<file path="config.mk">
export PLATFORM = sky130hd
export DESIGN_NAME = txsa_top
export DESIGN_NICKNAME = d
export VERILOG_FILES = /design/src/txsa_pkg.sv /design/src/txsa_insert.sv /design/src/txsa_top.sv
export VERILOG_INCLUDE_DIRS = /design/src
export SDC_FILE = /design/constraint.sdc
export NUM_CORES = 1
export LEC_CHECK = 0
export BUFFER_PORTS_ARGS = -buffer_cell sky130_fd_sc_hd__buf_2
export CORE_ASPECT_RATIO = 0.9
export CORE_MARGIN = 2
export CORE_UTILIZATION = 30
export CTS_BUF_LIST = sky130_fd_sc_hd__clkbuf_8
export DETAILED_ROUTE_END_ITERATION = 12
export GPL_ROUTABILITY_DRIVEN = 0
export PLACE_DENSITY_LB_ADDON = 0.08
export SLEW_MARGIN = 20
export SYNTH_ARGS = -nofsm -noshare
export SYNTH_HDL_FRONTEND = slang
export SYNTH_SLANG_ARGS = --single-unit
</file>
<file path="constraint.sdc">
create_clock -name pclk -period 10.17 [get_ports pclk]
set_input_delay 0 -clock pclk [delete_from_list [all_inputs] [get_ports pclk]]
set_output_delay 0 -clock pclk [all_outputs]
set_load 0.02 [all_outputs]
</file>
<file path="src/txsa_consts.svh">
`ifndef TXSA_CONSTS_SVH
`define TXSA_CONSTS_SVH

// ****************************************************************
// register byte offsets
// ****************************************************************
`define TXSA_OFS_RX_CLEAR      16'h3000
`define TXSA_OFS_RX_GOOD_LO    16'h3008
`define TXSA_OFS_RX_GOOD_HI    16'h300c
`define TXSA_OFS_INS_CTRL      16'h4800
`define TXSA_OFS_ADDR_LOW      16'h4804
`define TXSA_OFS_ADDR_HIGH     16'h4808
`define TXSA_OFS_LEN_LIMIT     16'h6004
`define TXSA_OFS_TX_CLEAR      16'h7000
`define TXSA_OFS_TX_GOOD_LO    16'h7008
`define TXSA_OFS_TX_GOOD_HI    16'h700c
`define TXSA_OFS_IRQ_STATUS    16'h7100
`define TXSA_OFS_IRQ_MASK      16'h7104

// ****************************************************************
// field positions and widths
// ****************************************************************
`define TXSA_BIT_ENABLE        0
`define TXSA_BIT_CLEAR         0
`define TXSA_ADDR_HIGH_W       16
`define TXSA_LEN_W             16
`define TXSA_CNT_W             36
`define TXSA_CNT_LO_W          32
`define TXSA_ERR_CLIENT        0
`define TXSA_ERR_OVERSIZE      1
`define TXSA_IRQ_W             3
`define TXSA_IRQ_TX_DONE       0
`define TXSA_IRQ_TX_OVERSIZE   1
`define TXSA_IRQ_RX_ERROR      2
`define TXSA_BEAT_BYTES        17'h00008

// ****************************************************************
// reset values
// ****************************************************************
`define TXSA_RST_LEN_LIMIT     16'h05ee
`define TXSA_RST_ZERO32        32'h0000_0000

`endif

</file>
<file path="src/txsa_pkg.sv">
package txsa_pkg;

  // one 64-bit stream beat, first byte of the frame in bits 63:56
  typedef struct packed {
    logic [63:0] data;
    logic        sop;
    logic        eop;
    logic [2:0]  empty;
    logic        error;
  } txsa_beat_type;

  typedef struct packed {
    logic       valid;
    logic [1:0] error;
  } txsa_status_type;

  typedef enum logic [2:0] {
    TXSA_HDR0    = 3'b001,
    TXSA_HDR1    = 3'b010,
    TXSA_PAYLOAD = 3'b100
  } txsa_pos_type;

endpackage : txsa_pkg

</file>
<file path="src/txsa_insert.sv">
`timescale 1ns/100ps
`default_nettype none
module txsa_insert (
  input  wire logic                  pclk,
  input  wire logic                  presetn,
  input  wire logic                  enable,
  input  wire logic [47:0]           addr,
  input  wire txsa_pkg::txsa_beat_type in_beat,
  input  wire logic                  in_valid,
  output logic                       in_ready,
  output txsa_pkg::txsa_beat_type    out_beat,
  output logic                       out_valid,
  input  wire logic                  out_ready
);
  import txsa_pkg::*;

  txsa_pos_type  pos_reg;
  txsa_pos_type  pos_next;
  txsa_beat_type beat_reg;
  txsa_beat_type beat_next;
  logic          valid_reg;
  logic          valid_next;
  logic          accept;

  // one register stage; ready only reaches back when the stage drains
  assign in_ready  = ~valid_reg | out_ready;
  assign accept    = in_valid & in_ready;
  assign out_beat  = beat_reg;
  assign out_valid = valid_reg;

  always_comb begin
    pos_next   = pos_reg;
    beat_next  = beat_reg;
    valid_next = valid_reg & ~out_ready;
    if (accept) begin
      valid_next = 1'b1;
      beat_next  = in_beat;
      // a disabled insert leaves bytes 6..11 untouched
      if (enable && in_beat.sop) begin
        beat_next.data[15:0] = addr[47:32];
      end else if (enable && pos_reg == TXSA_HDR1) begin
        beat_next.data[63:32] = addr[31:0];
      end
      if (in_beat.eop) begin
        pos_next = TXSA_HDR0;
      end else if (in_beat.sop) begin
        pos_next = TXSA_HDR1;
      end else if (pos_reg == TXSA_HDR1) begin
        pos_next = TXSA_PAYLOAD;
      end
    end
  end

  always_ff @(posedge pclk or negedge presetn) begin
    if (!presetn) begin
      pos_reg   <= TXSA_HDR0;
      beat_reg  <= '0;
      valid_reg <= 1'b0;
    end else begin
      pos_reg   <= pos_next;
      beat_reg  <= beat_next;
      valid_reg <= valid_next;
    end
  end

endmodule : txsa_insert
`default_nettype wire

</file>
<file path="src/txsa_top.sv">
// Contract
// bit 0 of insert control enables source-address overwrite; bits 1..31 unused.
// with enable 0 (reset value) the source address passes unchanged.
// with enable 1 the source address becomes the programmed 6-byte address.
// low word holds last four bytes; high register bits 15:0 the first two.
// 16-bit length limit, reset 1518, used as the frame-length bound.
// frames longer than the limit raise status error bit 1, counted oversized; no oversize counter here, such frames only skip the good count.
// the length limit never truncates or blocks transmission.
// writing 1 to receive clear bit 0 zeroes receive counters.
// writing 1 to transmit clear bit 0 zeroes transmit counters.
// separate read-only 36-bit good-frame counters for receive and transmit.
// each counter reads as low word bits 31:0, next word bits 35:32.
// clear bits return to 0 by themselves once the clear is done.
//
// Local design decision: the APB interface to the registers.
`timescale 1ns/100ps
`default_nettype none
`include "txsa_consts.svh"
module txsa_top (
  input  wire logic                    pclk,
  input  wire logic                    presetn,
  input  wire logic                    psel,
  input  wire logic                    penable,
  input  wire logic                    pwrite,
  input  wire logic [15:0]             paddr,
  input  wire logic [31:0]             pwdata,
  output logic [31:0]                  prdata,
  output logic                         pready,
  output logic                         pslverr,
  input  wire txsa_pkg::txsa_beat_type tx_in_beat,
  input  wire logic                    tx_in_valid,
  output logic                         tx_in_ready,
  output txsa_pkg::txsa_beat_type      tx_out_beat,
  output logic                         tx_out_valid,
  input  wire logic                    tx_out_ready,
  output txsa_pkg::txsa_status_type    tx_frame_status_error,
  input  wire logic                    rx_status_valid,
  input  wire logic                    rx_status_error,
  output logic                         irq
);
  import txsa_pkg::*;

  // ****************************************************************
  // state
  // ****************************************************************
  logic                          ins_en_reg,     ins_en_next;
  logic [31:0]                   addr_low_reg,   addr_low_next;
  logic [`TXSA_ADDR_HIGH_W-1:0]  addr_high_reg,  addr_high_next;
  logic [`TXSA_LEN_W-1:0]        len_limit_reg,  len_limit_next;
  logic                          rx_clr_reg,     rx_clr_next;
  logic                          tx_clr_reg,     tx_clr_next;
  logic [`TXSA_CNT_W-1:0]        rx_good_reg,    rx_good_next;
  logic [`TXSA_CNT_W-1:0]        tx_good_reg,    tx_good_next;
  logic [16:0]                   len_acc_reg,    len_acc_next;
  txsa_status_type               status_reg,     status_next;
  logic [`TXSA_IRQ_W-1:0]        irq_stat_reg,   irq_stat_next;
  logic [`TXSA_IRQ_W-1:0]        irq_mask_reg,   irq_mask_next;
  logic [31:0]                   rdata_reg,      rdata_next;
  logic                          err_reg,        err_next;
  logic                          irq_reg,        irq_next;

  logic                          setup;
  logic                          wr_acc;
  logic                          rd_acc;
  logic                          mapped;
  logic [31:0]                   rd_mux;
  logic                          out_fire;
  logic [16:0]                   beat_bytes;
  logic [16:0]                   frame_len;
  logic                          oversize;
  logic [`TXSA_IRQ_W-1:0]        irq_event;

  // ****************************************************************
  // transmit datapath with source-address insertion
  // ****************************************************************
  txsa_insert u_insert (
    .pclk      (pclk),
    .presetn   (presetn),
    .enable    (ins_en_reg),
    .addr      ({addr_high_reg, addr_low_reg}),
    .in_beat   (tx_in_beat),
    .in_valid  (tx_in_valid),
    .in_ready  (tx_in_ready),
    .out_beat  (tx_out_beat),
    .out_valid (tx_out_valid),
    .out_ready (tx_out_ready)
  );

  // ****************************************************************
  // apb slave: zero wait states, read data registered in setup
  // ****************************************************************
  assign setup   = psel & ~penable;
  assign wr_acc  = psel & penable & pwrite;
  assign rd_acc  = psel & penable & ~pwrite;
  assign pready  = 1'b1;
  assign prdata  = rdata_reg;
  assign pslverr = err_reg & psel & penable;
  assign irq     = irq_reg;

  always_comb begin
    rd_mux = `TXSA_RST_ZERO32;
    mapped = 1'b1;
    unique case (paddr)
      `TXSA_OFS_RX_CLEAR:   rd_mux[`TXSA_BIT_CLEAR] = rx_clr_reg;
      `TXSA_OFS_TX_CLEAR:   rd_mux[`TXSA_BIT_CLEAR] = tx_clr_reg;
      `TXSA_OFS_RX_GOOD_LO: rd_mux = rx_good_reg[`TXSA_CNT_LO_W-1:0];
      `TXSA_OFS_RX_GOOD_HI: rd_mux[3:0] = rx_good_reg[`TXSA_CNT_W-1:`TXSA_CNT_LO_W];
      `TXSA_OFS_TX_GOOD_LO: rd_mux = tx_good_reg[`TXSA_CNT_LO_W-1:0];
      `TXSA_OFS_TX_GOOD_HI: rd_mux[3:0] = tx_good_reg[`TXSA_CNT_W-1:`TXSA_CNT_LO_W];
      `TXSA_OFS_INS_CTRL:   rd_mux[`TXSA_BIT_ENABLE] = ins_en_reg;
      `TXSA_OFS_ADDR_LOW:   rd_mux = addr_low_reg;
      `TXSA_OFS_ADDR_HIGH:  rd_mux[`TXSA_ADDR_HIGH_W-1:0] = addr_high_reg;
      `TXSA_OFS_LEN_LIMIT:  rd_mux[`TXSA_LEN_W-1:0] = len_limit_reg;
      `TXSA_OFS_IRQ_STATUS: rd_mux[`TXSA_IRQ_W-1:0] = irq_stat_reg;
      `TXSA_OFS_IRQ_MASK:   rd_mux[`TXSA_IRQ_W-1:0] = irq_mask_reg;
      default:              mapped = 1'b0;
    endcase
  end

  always_comb begin
    rdata_next = rdata_reg;
    err_next   = err_reg;
    if (setup) begin
      rdata_next = pwrite ? `TXSA_RST_ZERO32 : rd_mux;
      err_next   = ~mapped;
    end
  end

  // ****************************************************************
  // control registers
  // ****************************************************************
  always_comb begin
    ins_en_next    = ins_en_reg;
    addr_low_next  = addr_low_reg;
    addr_high_next = addr_high_reg;
    len_limit_next = len_limit_reg;
    irq_mask_next  = irq_mask_reg;
    // a pending clear is a one-cycle request; it drops after acting
    rx_clr_next    = 1'b0;
    tx_clr_next    = 1'b0;
    if (wr_acc) begin
      unique case (paddr)
        `TXSA_OFS_INS_CTRL:  ins_en_next    = pwdata[`TXSA_BIT_ENABLE];
        `TXSA_OFS_ADDR_LOW:  addr_low_next  = pwdata;
        `TXSA_OFS_ADDR_HIGH: addr_high_next = pwdata[`TXSA_ADDR_HIGH_W-1:0];
        `TXSA_OFS_LEN_LIMIT: len_limit_next = pwdata[`TXSA_LEN_W-1:0];
        `TXSA_OFS_RX_CLEAR:  rx_clr_next    = pwdata[`TXSA_BIT_CLEAR];
        `TXSA_OFS_TX_CLEAR:  tx_clr_next    = pwdata[`TXSA_BIT_CLEAR];
        `TXSA_OFS_IRQ_MASK:  irq_mask_next  = pwdata[`TXSA_IRQ_W-1:0];
        default: ;
      endcase
    end
  end

  // ****************************************************************
  // transmit frame length and per-frame status
  // ****************************************************************
  assign out_fire   = tx_out_valid & tx_out_ready;
  assign beat_bytes = tx_out_beat.eop ? (`TXSA_BEAT_BYTES - {14'h0000, tx_out_beat.empty})
                                      : `TXSA_BEAT_BYTES;

  // measured after the pipe stage; the limit only tags, never stalls the frame
  always_comb begin
    frame_len = (tx_out_beat.sop ? 17'h00000 : len_acc_reg) + beat_bytes;
    if (!tx_out_beat.sop && len_acc_reg[16]) begin
      frame_len = len_acc_reg;  // saturate past 64 KiB
    end
    oversize = frame_len > {1'b0, len_limit_reg};
  end

  always_comb begin
    len_acc_next = len_acc_reg;
    status_next  = '0;
    if (out_fire) begin
      len_acc_next = frame_len;
      if (tx_out_beat.eop) begin
        status_next.valid                    = 1'b1;
        status_next.error[`TXSA_ERR_CLIENT]   = tx_out_beat.error;
        status_next.error[`TXSA_ERR_OVERSIZE] = oversize;
      end
    end
  end
  assign tx_frame_status_error = status_reg;

  // ****************************************************************
  // statistics counters
  // ****************************************************************
  always_comb begin
    rx_good_next = rx_good_reg;
    tx_good_next = tx_good_reg;
    if (rx_status_valid && !rx_status_error) begin
      rx_good_next = rx_good_reg + 36'h0_0000_0001;
    end
    // oversized frames are errored, so they stay out of the good count
    if (status_reg.valid && status_reg.error == 2'h0) begin
      tx_good_next = tx_good_reg + 36'h0_0000_0001;
    end
    // clear wins over a coincident count; that frame is dropped from stats
    if (rx_clr_reg) begin
      rx_good_next = '0;
    end
    if (tx_clr_reg) begin
      tx_good_next = '0;
    end
  end

  // ****************************************************************
  // interrupts: sticky, cleared by reading, set beats clear
  // ****************************************************************
  always_comb begin
    irq_event                        = '0;
    irq_event[`TXSA_IRQ_TX_DONE]     = status_reg.valid;
    irq_event[`TXSA_IRQ_TX_OVERSIZE] = status_reg.valid & status_reg.error[`TXSA_ERR_OVERSIZE];
    irq_event[`TXSA_IRQ_RX_ERROR]    = rx_status_valid & rx_status_error;
    irq_stat_next = irq_stat_reg;
    if (rd_acc && paddr == `TXSA_OFS_IRQ_STATUS) begin
      irq_stat_next = '0;
    end
    irq_stat_next = irq_stat_next | irq_event;
    irq_next      = |(irq_stat_next & irq_mask_next);
  end

  // ****************************************************************
  // registers
  // ****************************************************************
  // insertion enable; reset leaves every frame untouched
  always_ff @(posedge pclk or negedge presetn) begin
    if (!presetn) begin
      ins_en_reg    <= 1'b0;
    end else begin
      ins_en_reg    <= ins_en_next;
    end
  end

  // programmed source address
  always_ff @(posedge pclk or negedge presetn) begin
    if (!presetn) begin
      addr_low_reg  <= `TXSA_RST_ZERO32;
      addr_high_reg <= '0;
    end else begin
      addr_low_reg  <= addr_low_next;
      addr_high_reg <= addr_high_next;
    end
  end

  // length limit; reset is the standard maximum frame size
  always_ff @(posedge pclk or negedge presetn) begin
    if (!presetn) begin
      len_limit_reg <= `TXSA_RST_LEN_LIMIT;
    end else begin
      len_limit_reg <= len_limit_next;
    end
  end

  // receive statistics; the clear request lives one cycle
  always_ff @(posedge pclk or negedge presetn) begin
    if (!presetn) begin
      rx_clr_reg    <= 1'b0;
      rx_good_reg   <= '0;
    end else begin
      rx_clr_reg    <= rx_clr_next;
      rx_good_reg   <= rx_good_next;
    end
  end

  // transmit statistics
  always_ff @(posedge pclk or negedge presetn) begin
    if (!presetn) begin
      tx_clr_reg    <= 1'b0;
      tx_good_reg   <= '0;
    end else begin
      tx_clr_reg    <= tx_clr_next;
      tx_good_reg   <= tx_good_next;
    end
  end

  // running frame length and the per-frame status pulse
  always_ff @(posedge pclk or negedge presetn) begin
    if (!presetn) begin
      len_acc_reg   <= '0;
      status_reg    <= '0;
    end else begin
      len_acc_reg   <= len_acc_next;
      status_reg    <= status_next;
    end
  end

  // interrupt mask
  always_ff @(posedge pclk or negedge presetn) begin
    if (!presetn) begin
      irq_mask_reg  <= '0;
    end else begin
      irq_mask_reg  <= irq_mask_next;
    end
  end

  // sticky interrupt status and the registered request line
  always_ff @(posedge pclk or negedge presetn) begin
    if (!presetn) begin
      irq_stat_reg  <= '0;
      irq_reg       <= 1'b0;
    end else begin
      irq_stat_reg  <= irq_stat_next;
      irq_reg       <= irq_next;
    end
  end

  // apb read data and error, captured in the setup cycle
  always_ff @(posedge pclk or negedge presetn) begin
    if (!presetn) begin
      rdata_reg     <= `TXSA_RST_ZERO32;
      err_reg       <= 1'b0;
    end else begin
      rdata_reg     <= rdata_next;
      err_reg       <= err_next;
    end
  end

endmodule : txsa_top
`default_nettype wire

</file>
== After elaboration in Yosys (flattened, before gate mapping) ==
Cells that the tools add are included.

* Flip-flop bits (word level): 273
* Input bits: 127
* Output and inout bits: 110
* Logic and storage cells: 109

* Add/sub/neg operators: 4
* $lt $le $gt $ge: 1
* Eq/ne operators: 13
* Multiplexer cells: 30
* Bitwise logic cells: 19
* Reduce and logical (&&, ||, !) cells: 19

{| class="wikitable"
|+ Operators by type and width
! kind !! count
|-
| $eq A16 B15 Y1 const B || 9
|-
| $mux W36 || 4
|-
| $mux W32 || 3
|-
| $add A36 B1 Y36 const B || 2
|-
| $pmux W12 S5 || 1
|-
| $mux W17 || 3
|-
| $eq A16 B14 Y1 const B || 3
|-
| $pmux W16 S3 || 1
|-
| $mux W3 || 8
|-
| $pmux W2 S9 || 1
|-
| $add A17 B17 Y17 || 1
|-
| $gt A17 B16 Y1 || 1
|-
| $mux W16 || 1
|-
| $pmux W1 S12 || 1
|-
| $reduce_or A12 Y1 || 1
|-
| $and A1 B1 Y1 || 11
|-
| $reduce_and A2 Y1 || 5
|-
| $pmux W1 S7 || 1
|-
| $logic_and A1 B1 Y1 || 6
|-
| $mux W1 || 6
|-
| $not A1 Y1 || 5
|-
| $sub A4 B3 Y5 const A || 1
|-
| $reduce_bool A2 Y1 || 2
|-
| $and A3 B3 Y3 || 1
|-
| 7 further kinds || 8
|}

== Logic depth before layout (Yosys ltp) ==
Gate-level depths: netlist of the first run.

* Word-level depth: 7
* Mapped depth: 17
* Gate-level depth less buffers: 16

== Hierarchy ==
A second synthesis of the first run with hierarchy kept.

* Cells, all modules: 1363
* Area total of the unflattened synthesis: 13897.1 um2

{| class="wikitable"
|+ By module, submodules not included
! module !! instances !! cells an instance !! area an instance (um2) !! sequential area each (um2)
|-
| txsa_top || 1 || 1041 || 10380.0 || 4989.8
|-
| txsa_insert || 1 || 322 || 3517.1 || 1853.0
|}

== Worst setup path after synthesis of the first run ==
No wires, ideal clock.

* Path kind: reg2reg
* Start: reg u_insert.beat_reg, in the netlist u_insert.out_beat[5]
* End: reg status_reg, in the netlist tx_frame_status_error[1]
* Library setup time: 0.137 ns
* Arrival time: 3.633 ns
* Required time: 10.033 ns
* Path slack: 6.400 ns
* Stages on the path, launching flop included: 16
* Path buffers: 2
* Period minus slack after synthesis: 3.770 ns
* Cell sequence: dfrtp_1 > clkbuf_1 > clkbuf_1 > nor2b_1 > ha_1 > and4b_1 > a211oi_1 > nor4_1 > xnor2_1 > nor2_1 > ha_1 > nand4_1 > o41ai_1 > nor2_1 > a21oi_1 > o31ai_1

{| class="wikitable"
|+ RTL lines
! element !! RTL line !! RTL
|-
| from (decl) || txsa_insert.sv:19 || <nowiki>txsa_beat_type beat_reg;</nowiki>
|-
| from (signal assigned) || txsa_insert.sv:61 || <nowiki>beat_reg <= beat_next;</nowiki>
|-
| to (signal assigned) || txsa_top.sv:284 || <nowiki>status_reg <= status_next;</nowiki>
|-
| to (decl) || txsa_top.sv:55 || <nowiki>txsa_status_type status_reg, status_next;</nowiki>
|}

==> flow_summary_export.csv, run 1 <==
group,metric,value,unit
global_route,grt_max_degree,122,
detailed_routing,drt_iter0_drc,680,
power_and_ir_drop,power.total,0.00276,W
worst_setup_path,cp_slowest_cell,"a211oi_1",
worst_setup_path,critPathKind,"reg2reg",
global_route,grt_antenna_before_repair,2,
clock_tree,cts_root_buf,"clkbuf_8",
sta,timing.slew.headroom,33.6,%
die,io_pins,237,
final_layout,syn_to_final_growth,30.7,%
yosys,syn_nets,1527,
yosys,yosys.cell_types.count,69,
yosys,async_flop_share,100,%
worst_setup_path,crit_path_end_kind,"flop",
detailed_routing,wl_per_cell,18.8,microns
sta,worst_pin_slew,0.993,ns
final_layout,nets,1887,
worst_setup_path,crit_chain,"inv_1, ha_1, xnor2_1, and2_1, ha_1, and4b_1, a211oi_1, nor4_1, xnor2_1, nor2_1, ha_1, nand4_1, o41ai_1, nor2_1, a21oi_1, o31ai_1",
clock_tree,numCtsBuffers,51,
die,num_rows,74,
global_route,grt_pass1_vias,11800,
worst_setup_path,cp.required,10.66,ns
detailed_routing,drt_first_pass_iters,7,
power_and_ir_drop,ir_drop,0.0000887,V
detailed_routing,viasPerCell,4.90,
die,initial_core_util,30.3,%
worst_setup_path,crit_arrival,4.50,ns
yosys,synth_top_area_share,48.3,%
global_route,overflow,0,
worst_setup_path,start_kind,"flop",
power_and_ir_drop,power.density,154,nW/um^2
final_layout,drive_above_1_share,23.9,%
worst_setup_path,path_max_fanout,7,
worst_setup_path,cp_slowest_stage_delay,0.67,ns
sta,finalCriticalPeriod,4.01,ns
die,die_y,207,microns
clock_tree,cts.clk_slew.worst_paths,0.06,ns
yosys,synth_seq_cells,273,
sta,rsz0062_at_grt,"no",
final_layout,final_cell_area,17900,sq um
sta,slew_viol_final,0,
global_route,grt_pass1_wl,69500,microns
sta,clock_skew,0.0349,ns
yosys,yosysTopAreaCell,"dfrtp_1",
final_layout,fillers,4588,
placement,placed_cell_area,15500,sq um
clock_tree,cts.htree.levels,2,
sta,tns,0,ns
yosys,syn_area_per_cell,9.94,sq um
die,die_x,229,microns
die,core,45200,sq um
yosys,yosysSeqAreaShare,50.0,%
detailed_routing,totalWireLength,44900,microns
yosys,yosys_warnings,0,
job,maxCapViolCount,0,
sta,finalCritPeriodShare,39.4,%
sta,timing.fmax,249,MHz
clock_tree,cts_tree,"done",
worst_setup_path,cp_common_cell,"ha_1",
clock_tree,clock-sinks,273,
final_layout,largest_reg_flops,70,
clock_tree,insertion_delay,0.65,ns
yosys,yosys-top-cells-count,"dfrtp_1 (264), nand2_1 (198), o21ai_0 (115), nor2_1 (87), clkbuf_1 (63)",
worst_setup_path,rrSetupSlack,6.16,ns
detailed_routing,num_vias,11682,
detailed_routing,ant_nets,0,
placement,dpl.hpwl,31300,microns
yosys,yosys_most_used_dff,"dfrtp_1",
sta,finalHoldViolations,0,
die,dieArea,47300,sq um
yosys,synth_area_leaders,"dfrtp_1 (48%), nand2_1 (5.4%), mux2_2 (4.6%)",
global_route,grt_usage,18.8,%
power_and_ir_drop,leakagePower,8.52,nW
run_status,status,"completed",
sta,setup_viol,0,
yosys,synth_cells,1376,
yosys,synth_most_common_cell,"dfrtp_1",
yosys,syn-cell-area,13700,sq um
clock_tree,cts_buffer_depth,3,
clock_tree,cts_resized,0,
placement,portBuffers,235,
detailed_routing,drcViolationCount,0,
min_path,hold_path.class,"in2reg",
yosys,synth_edf_count,0,
==> metal layers <==
layer  global-route usage, %  wire [microns]
met4                    4.62             811
met1                    25.5           21100
met3                    4.12            2050
met5                       0              21
met2                    30.8           21000
==> placed cells by master, fill, tap and decap left out, types with 8 or more instances in the layout <==
| master | n |
|---|---|
| a21o_1 | 8 |
| a21oi_1 | 55 |
| a221oi_1 | 15 |
| a222oi_1 | 28 |
| and2_1 | 12 |
| and3_1 | 15 |
| and4_1 | 14 |
| buf_2 | 234 |
| buf_4 | 22 |
| clkbuf_8 | 68 |
| dfrtp_1 | 264 |
| dfstp_2 | 9 |
| dlygate4sd3_1 | 127 |
| ha_1 | 23 |
| inv_1 | 57 |
| mux2_2 | 56 |
| mux2i_1 | 61 |
| nand2_1 | 197 |
| nand2b_1 | 11 |
| nand3_1 | 33 |
| nand4_1 | 34 |
| nor2_1 | 86 |
| nor2b_1 | 12 |
| nor3_1 | 17 |
| nor4_1 | 17 |
| o21ai_0 | 115 |
| o31ai_1 | 12 |
| or3_1 | 13 |
| xnor2_1 | 28 |
| xor2_1 | 38 |
==> area by class of cell <==
class	instances	area [sq um]	area share [%]
diodes	1	2.50	0.0140
clock buffers	68	936	5.23
clock inverters	26	121	0.679
inverters	41	154	0.861
multi-input cells	984	6410	35.9
flip-flops and latches	273	6840	38.3
well taps	608	761	4.25
repair buffers	385	2650	14.8
==> cells by family after synthesis <==
family          Yosys count  synth area share [%]
simple gates            508                  18.6
flops                   273                  50.0
compound gates          268                  12.4
buf+inv                 119                  3.43
mux                     117                  9.08
xor+xnor                 66                  4.23
fa+ha+maj                24                  2.25
other cells               1                0.0274
==> worst max-delay path, delay by kind of cell, from the launching register on <==
kind / cells / cell delay, ns
buffers and inverters: 1 / 0.08
and+or+nand+nor: 6 / 0.86
xor gates and xnor gates: 2 / 0.30
adders and majority gates: 3 / 0.86
AOI/OAI and AO/OA: 4 / 1.38
DFF: 1 / 0.39
==> metrics by stage <==
stage	utilization [%]	hold slack [ns]	instances	worst slack (ns)
2_1_floorplan	-	-0.296	1376	6.40
6_report	39.6	0.0622	2386	6.16
3_3_place_gp	34.3	0.181	2163	6.23
3_5_place_dp	34.3	0.176	2163	6.19
5_1_grt	39.6	0.0400	2385	5.77
4_1_cts	39.5	0.00461	2383	6.13
==> repair_timing <==
item | in CTS | in global routing
hold buffers | 126 | 1
setup buffers | 0 | 0
hold endpoints to repair | 290 | 23
==> final timing paths <==
check / depth (start not counted) / from / to
min in group asynchronous: 3 / presetn / u_insert.out_beat[50]
worst min register to register: 2 / u_insert.out_beat[25] / u_insert.out_beat[25]
worst max-delay path: 16 / u_insert.out_beat[1] / tx_frame_status_error[1]
worst max register to register: 16 / u_insert.out_beat[1] / tx_frame_status_error[1]
worst min-delay path: 5 / paddr[1] / addr_high_reg[0]
max in group asynchronous: 4 / presetn / prdata[28]
==> report_power, final <==
part           internal [W]  total (W)  switching (W)  leakage (nW)
combinational      0.000176   0.000420       0.000244          4.36
clock              0.000597    0.00110       0.000507         0.608
sequential          0.00116    0.00123      0.0000687          3.55
total               0.00194    0.00276       0.000820          8.52
No activity file was read; power rests on OpenSTA's default activity.
==> run 2, diff against run 1 <==
==> constraint.sdc (replaced) <==
create_clock -name pclk -period 3.75 [get_ports pclk]
set_input_delay 0 -clock pclk [delete_from_list [all_inputs] [get_ports pclk]]
set_output_delay 0 -clock pclk [all_outputs]
set_load 0.02 [all_outputs]
==> flow_summary_export.csv, run 2 (synthesis results as in run 1) <==
group,metric,value,unit
run_status,status,"completed",
power_and_ir_drop,switching_share,29.6,%
sta,fin_hold_ws,0.00888,ns
worst_setup_path,cp_slowest_cell,"o41ai_2",
worst_setup_path,rrSetupSlack,0.22,ns
detailed_routing,routed.top_layer,"met5",
clock_tree,numCtsBuffers,50,
power_and_ir_drop,clock_power_share,39.9,%
clock_tree,cts.htree.levels,2,
placement,dpl.hpwl,31700,microns
global_route,grt_antenna_before_repair,3,
detailed_routing,met3WireLength,2420,microns
sta,timing.slew.headroom,33.8,%
power_and_ir_drop,leakagePower,8.61,nW
final_layout,syn_to_final_growth,32.9,%
worst_setup_path,crit_path_end_kind,"flop",
clock_tree,cts_root_buf,"clkbuf_8",
global_route,grt_usage,19.1,%
final_layout,finalNonFillerCells,2414,
die,io_pins,237,
detailed_routing,ant_nets,0,
power_and_ir_drop,ir_drop,0.000192,V
worst_setup_path,cp_slowest_stage_delay,0.38,ns
worst_setup_path,cpLargestDelayFamily,"simple AND/OR/NAND/NOR gates",
worst_setup_path,crit_arrival,4.03,ns
worst_setup_path,critPathKind,"reg2reg",
final_layout,multi_input_area,6440,sq um
sta,clock_skew,0.0283,ns
detailed_routing,drcViolationCount,0,
min_path,hold_path.class,"in2async",
final_layout,final_cell_mix,"dfrtp_1 (264), buf_2 (234), nand2_1 (197), dlygate4sd3_1 (144), o21ai_0 (115)",
placement,numPlacedInstances,2176,
power_and_ir_drop,seqPwrFrac,44.6,%
die,core,45200,sq um
placement,portBuffers,235,
power_and_ir_drop,p_sw,0.00222,W
detailed_routing,route.met2.wl,20600,microns
detailed_routing,viasPerCell,4.94,
clock_tree,cts_tree,"done",
die,num_rows,74,
worst_setup_path,cp.required,4.25,ns
global_route,grt_max_degree,111,
worst_setup_path,crit_chain,"inv_1, ha_1, xnor2_1, and2_1, ha_1, and4b_1, a211oi_2, buf_4, nor3_2, xnor2_1, nor2_1, ha_1, nand4_1, o41ai_2, nor2_1, a21oi_1, o31ai_2",
sta,finalCriticalPeriod,3.53,ns
final_layout,drive_above_1_share,24.3,%
detailed_routing,drt_first_pass_iters,6,
sta,timing.fmax,283,MHz
global_route,grt_pass1_wl,70900,microns
worst_setup_path,path_max_fanout,6,
die,die_x,229,microns
global_route,grt_pass1_vias,12004,
sta,finalHoldViolations,0,
worst_setup_path,start_kind,"flop",
final_layout,final_common_cell,"dfrtp_1",
clock_tree,clock-sinks,273,
final_layout,seqCellArea,6840,sq um
final_layout,largest_reg_flops,70,
final_layout,nets,1917,
clock_tree,insertion_delay,0.64,ns
power_and_ir_drop,power.total,0.00750,W
die,dieArea,47300,sq um
detailed_routing,wl_met1,21200,microns
sta,setup_viol,0,
sta,rsz0062_at_grt,"no",
detailed_routing,drt_iter0_drc,743,
clock_tree,cts.clk_slew.worst_paths,0.06,ns
power_and_ir_drop,combPwrFrac,15.5,%
worst_setup_path,crit_buf_inv,2,
detailed_routing,totalWireLength,45100,microns
sta,tns,0,ns
detailed_routing,num_vias,11925,
die,die_y,207,microns
clock_tree,cts_buffer_depth,3,
die,initial_core_util,30.3,%
global_route,overflow,0,
worst_setup_path,cp_common_cell,"ha_1",
job,maxCapViolCount,0,
sta,slew_viol_final,0,
power_and_ir_drop,power.density,413,nW/um^2
final_layout,fillers,4571,
sta,finalCritPeriodShare,94.1,%
sta,worst_pin_slew,0.993,ns
power_and_ir_drop,internal-power,0.00528,W
detailed_routing,wl_per_cell,18.7,microns
==> run 2: worst paths after layout <==
| path | start | end | cells past startpoint |
|---|---|---|---|
| min reg2reg | u_insert.out_beat[31] | u_insert.out_beat[31] | 2 |
| max reg2reg | u_insert.out_beat[1] | tx_frame_status_error[1] | 17 |
| min in group pclk | paddr[5] | prdata[2] | 5 |
| max | u_insert.out_beat[1] | tx_frame_status_error[1] | 17 |
| min | presetn | u_insert.out_beat[49] | 2 |
| max in group asynchronous | presetn | u_insert.out_beat[13] | 3 |
==> run 2: timing repair <==
item,CTS,global route
endpoints found under the hold margin,301,0
buffers inserted,0,2
setup endpoints to repair,0,1
hold buffers,144,0
gates resized for setup,0,6
==> run 2: power by group through the flow <==
stage / Combinational (W) / Clock [W] / Sequential (W)
3_5_place_dp: 0.00105 / 0 / 0.00339
5_1_grt: 0.00131 / 0.00326 / 0.00337
2_1_floorplan: 0.000496 / 0 / 0.00349
4_1_cts: 0.00117 / 0.00312 / 0.00334
6_report: 0.00117 / 0.00299 / 0.00334
3_3_place_gp: 0.00105 / 0 / 0.00339
==> run 2: worst reg2reg max path, delay by kind of cell (launching register included) <==
kind | cells | cell delay [ns]
AO/OA/AOI/OAI | 4 | 0.71
XOR/XNOR | 2 | 0.30
adder cells (fa/ha/maj) | 3 | 0.87
buffers and inverters | 2 | 0.23
flip-flops | 1 | 0.37
AND/OR/NAND/NOR | 6 | 0.94
==> run 2: layout make-up <==
cell class	count	share of cell area, %
antenna	1	0.0138
clock buffer	62	4.70
clock inverter	29	0.991
inverter	41	0.847
multi-input combinational	984	35.4
sequential	273	37.7
tap	608	4.19
timing repair buffer	416	16.2
==> run 2: routing by layer <==
layer / vias up / GRT usage [%]
li1: 5747 / -
met1: 5854 / 25.7
met2: 249 / 31.2
met3: 69 / 4.71
met4: 6 / 4.36
met5: - / 0
==> run 2: metrics by stage <==
step	area, sq um	util, %	setup slack, ns
2_1_floorplan	13700	-	0.161
3_3_place_gp	15600	34.6	0.193
3_5_place_dp	15600	34.6	0.0930
4_1_cts	18100	40.1	0.0737
5_1_grt	18200	40.2	0.00134
6_report	18200	40.2	0.221
==> run 3, diff against run 2 <==
--- a/config.mk
+++ b/config.mk
@@ -14,6 +14,7 @@
 export DETAILED_ROUTE_END_ITERATION = 12
 export GPL_ROUTABILITY_DRIVEN = 0
 export PLACE_DENSITY_LB_ADDON = 0.08
+export SETUP_SLACK_MARGIN = 0.5
 export SLEW_MARGIN = 20
 export SYNTH_ARGS = -nofsm -noshare
 export SYNTH_HDL_FRONTEND = slang
==> flow_summary_export.csv, run 3 (synthesis results as in run 1) <==
group,metric,value,unit
worst_setup_path,path_max_fanout,6,
sta,fin_hold_ws,-0.0293,ns
final_layout,fillers,4647,
detailed_routing,drt_first_pass_iters,8,
sta,rsz0062_at_grt,"yes",
sta,setup_viol,0,
worst_setup_path,cp_slowest_cell,"dfrtp_2",
global_route,grt_pass1_vias,11932,
power_and_ir_drop,leakagePower,8.58,nW
placement,portBuffers,235,
run_status,status,"complete, but fails checks",
detailed_routing,viasPerCell,4.94,
worst_setup_path,cp_slowest_stage_delay,0.38,ns
clock_tree,cts_buffer_depth,3,
placement,dpl.hpwl,31600,microns
sta,layout_setup_ws,0.305,ns
run_status,violations,"hold timing",
worst_setup_path,crit_arrival,3.98,ns
final_layout,final_common_cell,"dfrtp_1",
worst_setup_path,critPathKind,"reg2reg",
clock_tree,cts.htree.levels,2,
power_and_ir_drop,power.total,0.00750,W
final_layout,largest_reg_flops,70,
global_route,grt_max_degree,115,
clock_tree,clock-sinks,273,
sta,tns,0,ns
worst_setup_path,r2r_cells,18,
die,core,45200,sq um
placement,pre_cts_ws,0.238,ns
die,die_y,207,microns
sta,worst_pin_slew,1.03,ns
die,initial_core_util,30.3,%
die,dieArea,47300,sq um
clock_tree,cts_root_buf,"clkbuf_8",
power_and_ir_drop,power.density,415,nW/um^2
clock_tree,cts.clk_slew.worst_paths,0.07,ns
die,die_x,229,microns
job,maxCapViolCount,0,
clock_tree,numCtsBuffers,52,
final_layout,final_cell_mix,"dfrtp_1 (261), buf_2 (234), nand2_1 (196), dlygate4sd3_1 (129), o21ai_0 (114)",
sta,finalCriticalPeriod,3.44,ns
clock_tree,cts_tree,"done",
detailed_routing,drcViolationCount,0,
final_layout,syn_to_final_growth,32.3,%
sta,timing.fmax,290,MHz
worst_setup_path,cp.required,4.29,ns
detailed_routing,wl_per_cell,19.0,microns
sta,slew_viol_final,0,
worst_setup_path,rrSetupSlack,0.31,ns
power_and_ir_drop,ir_drop,0.000217,V
worst_setup_path,start_kind,"flop",
detailed_routing,ant_nets,0,
sta,finalCritPeriodShare,91.9,%
sta,finalHoldViolations,3,
worst_setup_path,crit_chain,"inv_1, ha_2, xnor2_1, and2_1, ha_1, and4b_1, a211oi_4, buf_12, nor4_4, xnor2_1, nor2_1, ha_1, nand4_1, buf_4, nor2_1, nand2_1, o211a_1, o31ai_1",
die,num_rows,74,
min_path,hold_path.class,"in2async",
global_route,grt_usage,19.4,%
die,io_pins,237,
clock_tree,insertion_delay,0.64,ns
detailed_routing,drt_iter0_drc,723,
global_route,grt_pass1_wl,71500,microns
final_layout,nets,1902,
sta,timing.slew.headroom,30.9,%
global_route,overflow,0,
detailed_routing,num_vias,11868,
sta,clock_skew,0.0285,ns
global_route,grt_antenna_before_repair,2,
worst_setup_path,crit_path_end_kind,"flop",
final_layout,drive_above_1_share,25.3,%
final_layout,n_antenna_cell,0,
detailed_routing,totalWireLength,45700,microns
run 3: changes by cell type in the layout (fill, tap and decap cells not counted), sizes merged:
cell         previous run  this run
buf                   272       270
bufinv                  2         0
clkbuf                 62        67
clkinvlp                0         2
diode                   1         0
dlygate4sd3           144       129
run 3: worst paths after layout:
check | to | start
max in group asynchronous | u_insert.out_beat[62] | presetn
worst max-delay path | tx_frame_status_error[1] | u_insert.out_beat[1]
worst min-delay path | u_insert.out_beat[54] | presetn
worst min register to register | u_insert.out_beat[61] | u_insert.out_beat[61]
min in group pclk | prdata[3] | paddr[13]
worst max register to register | tx_frame_status_error[1] | u_insert.out_beat[1]
run 3: metrics by stage:
stage	hold WS [ns]	area, sq um	util [%]	std cells
floorplan	-0.296	13800	-	1376
global placement	0.122	15700	34.7	2170
detailed placement	0.125	15700	34.7	2170
CTS	0.00149	18100	40.0	2401
global route	0.0378	18100	40.0	2401
finish	-0.0293	18100	40.0	2401
run 3: what timing repair did:
item / 4_1_cts / 5_1_grt
pin swaps: 11 / 0
setup endpoints to repair: 1 / 21
hold endpoints to repair: 281 / 0
gates cloned: 0 / 0
resized for setup: 7 / 2
hold buffers: 129 / 0
buffers inserted: 6 / 0
run 3: area by class of cell:
cell class                 count  area (sq um)  share of cell area [%]
sequential                   273          6850                    37.8
clock buffer                  67           922                    5.10
tap                          608           761                    4.20
timing repair buffer         399          2790                    15.4
multi-input combinational    984          6490                    35.9
clock inverter                29           128                   0.705
inverter                      41           154                   0.851
run 3: worst max-delay path: cells and delay by family, from the launching register on:
| family | cells | cell delay [ns] |
|---|---|---|
| AND/OR/NAND/NOR | 7 | 0.83 |
| adder cells (fa/ha/maj) | 3 | 0.77 |
| AO/OA/AOI/OAI | 3 | 0.64 |
| buffers and inverters | 3 | 0.43 |
| flip-flops | 1 | 0.38 |
| XOR/XNOR | 2 | 0.29 |
run 3: metal layers:
| layer | vias to the layer above | GRT usage, % | share of wire (%) |
|---|---|---|---|
| met5 | - | 0 | 0.059 |
| met4 | 4 | 5.47 | 2.3 |
| met3 | 65 | 4.38 | 5.0 |
| met2 | 270 | 30.9 | 46 |
| met1 | 5807 | 26.6 | 47 |
| li1 | 5722 | - | - |
run 3: where the power goes:
group          leakage (nW)  switching, W  internal (W)
logic                  4.42      0.000690      0.000505
registers              3.55      0.000189       0.00316
clock network         0.618       0.00136       0.00160
total                  8.58       0.00224       0.00526
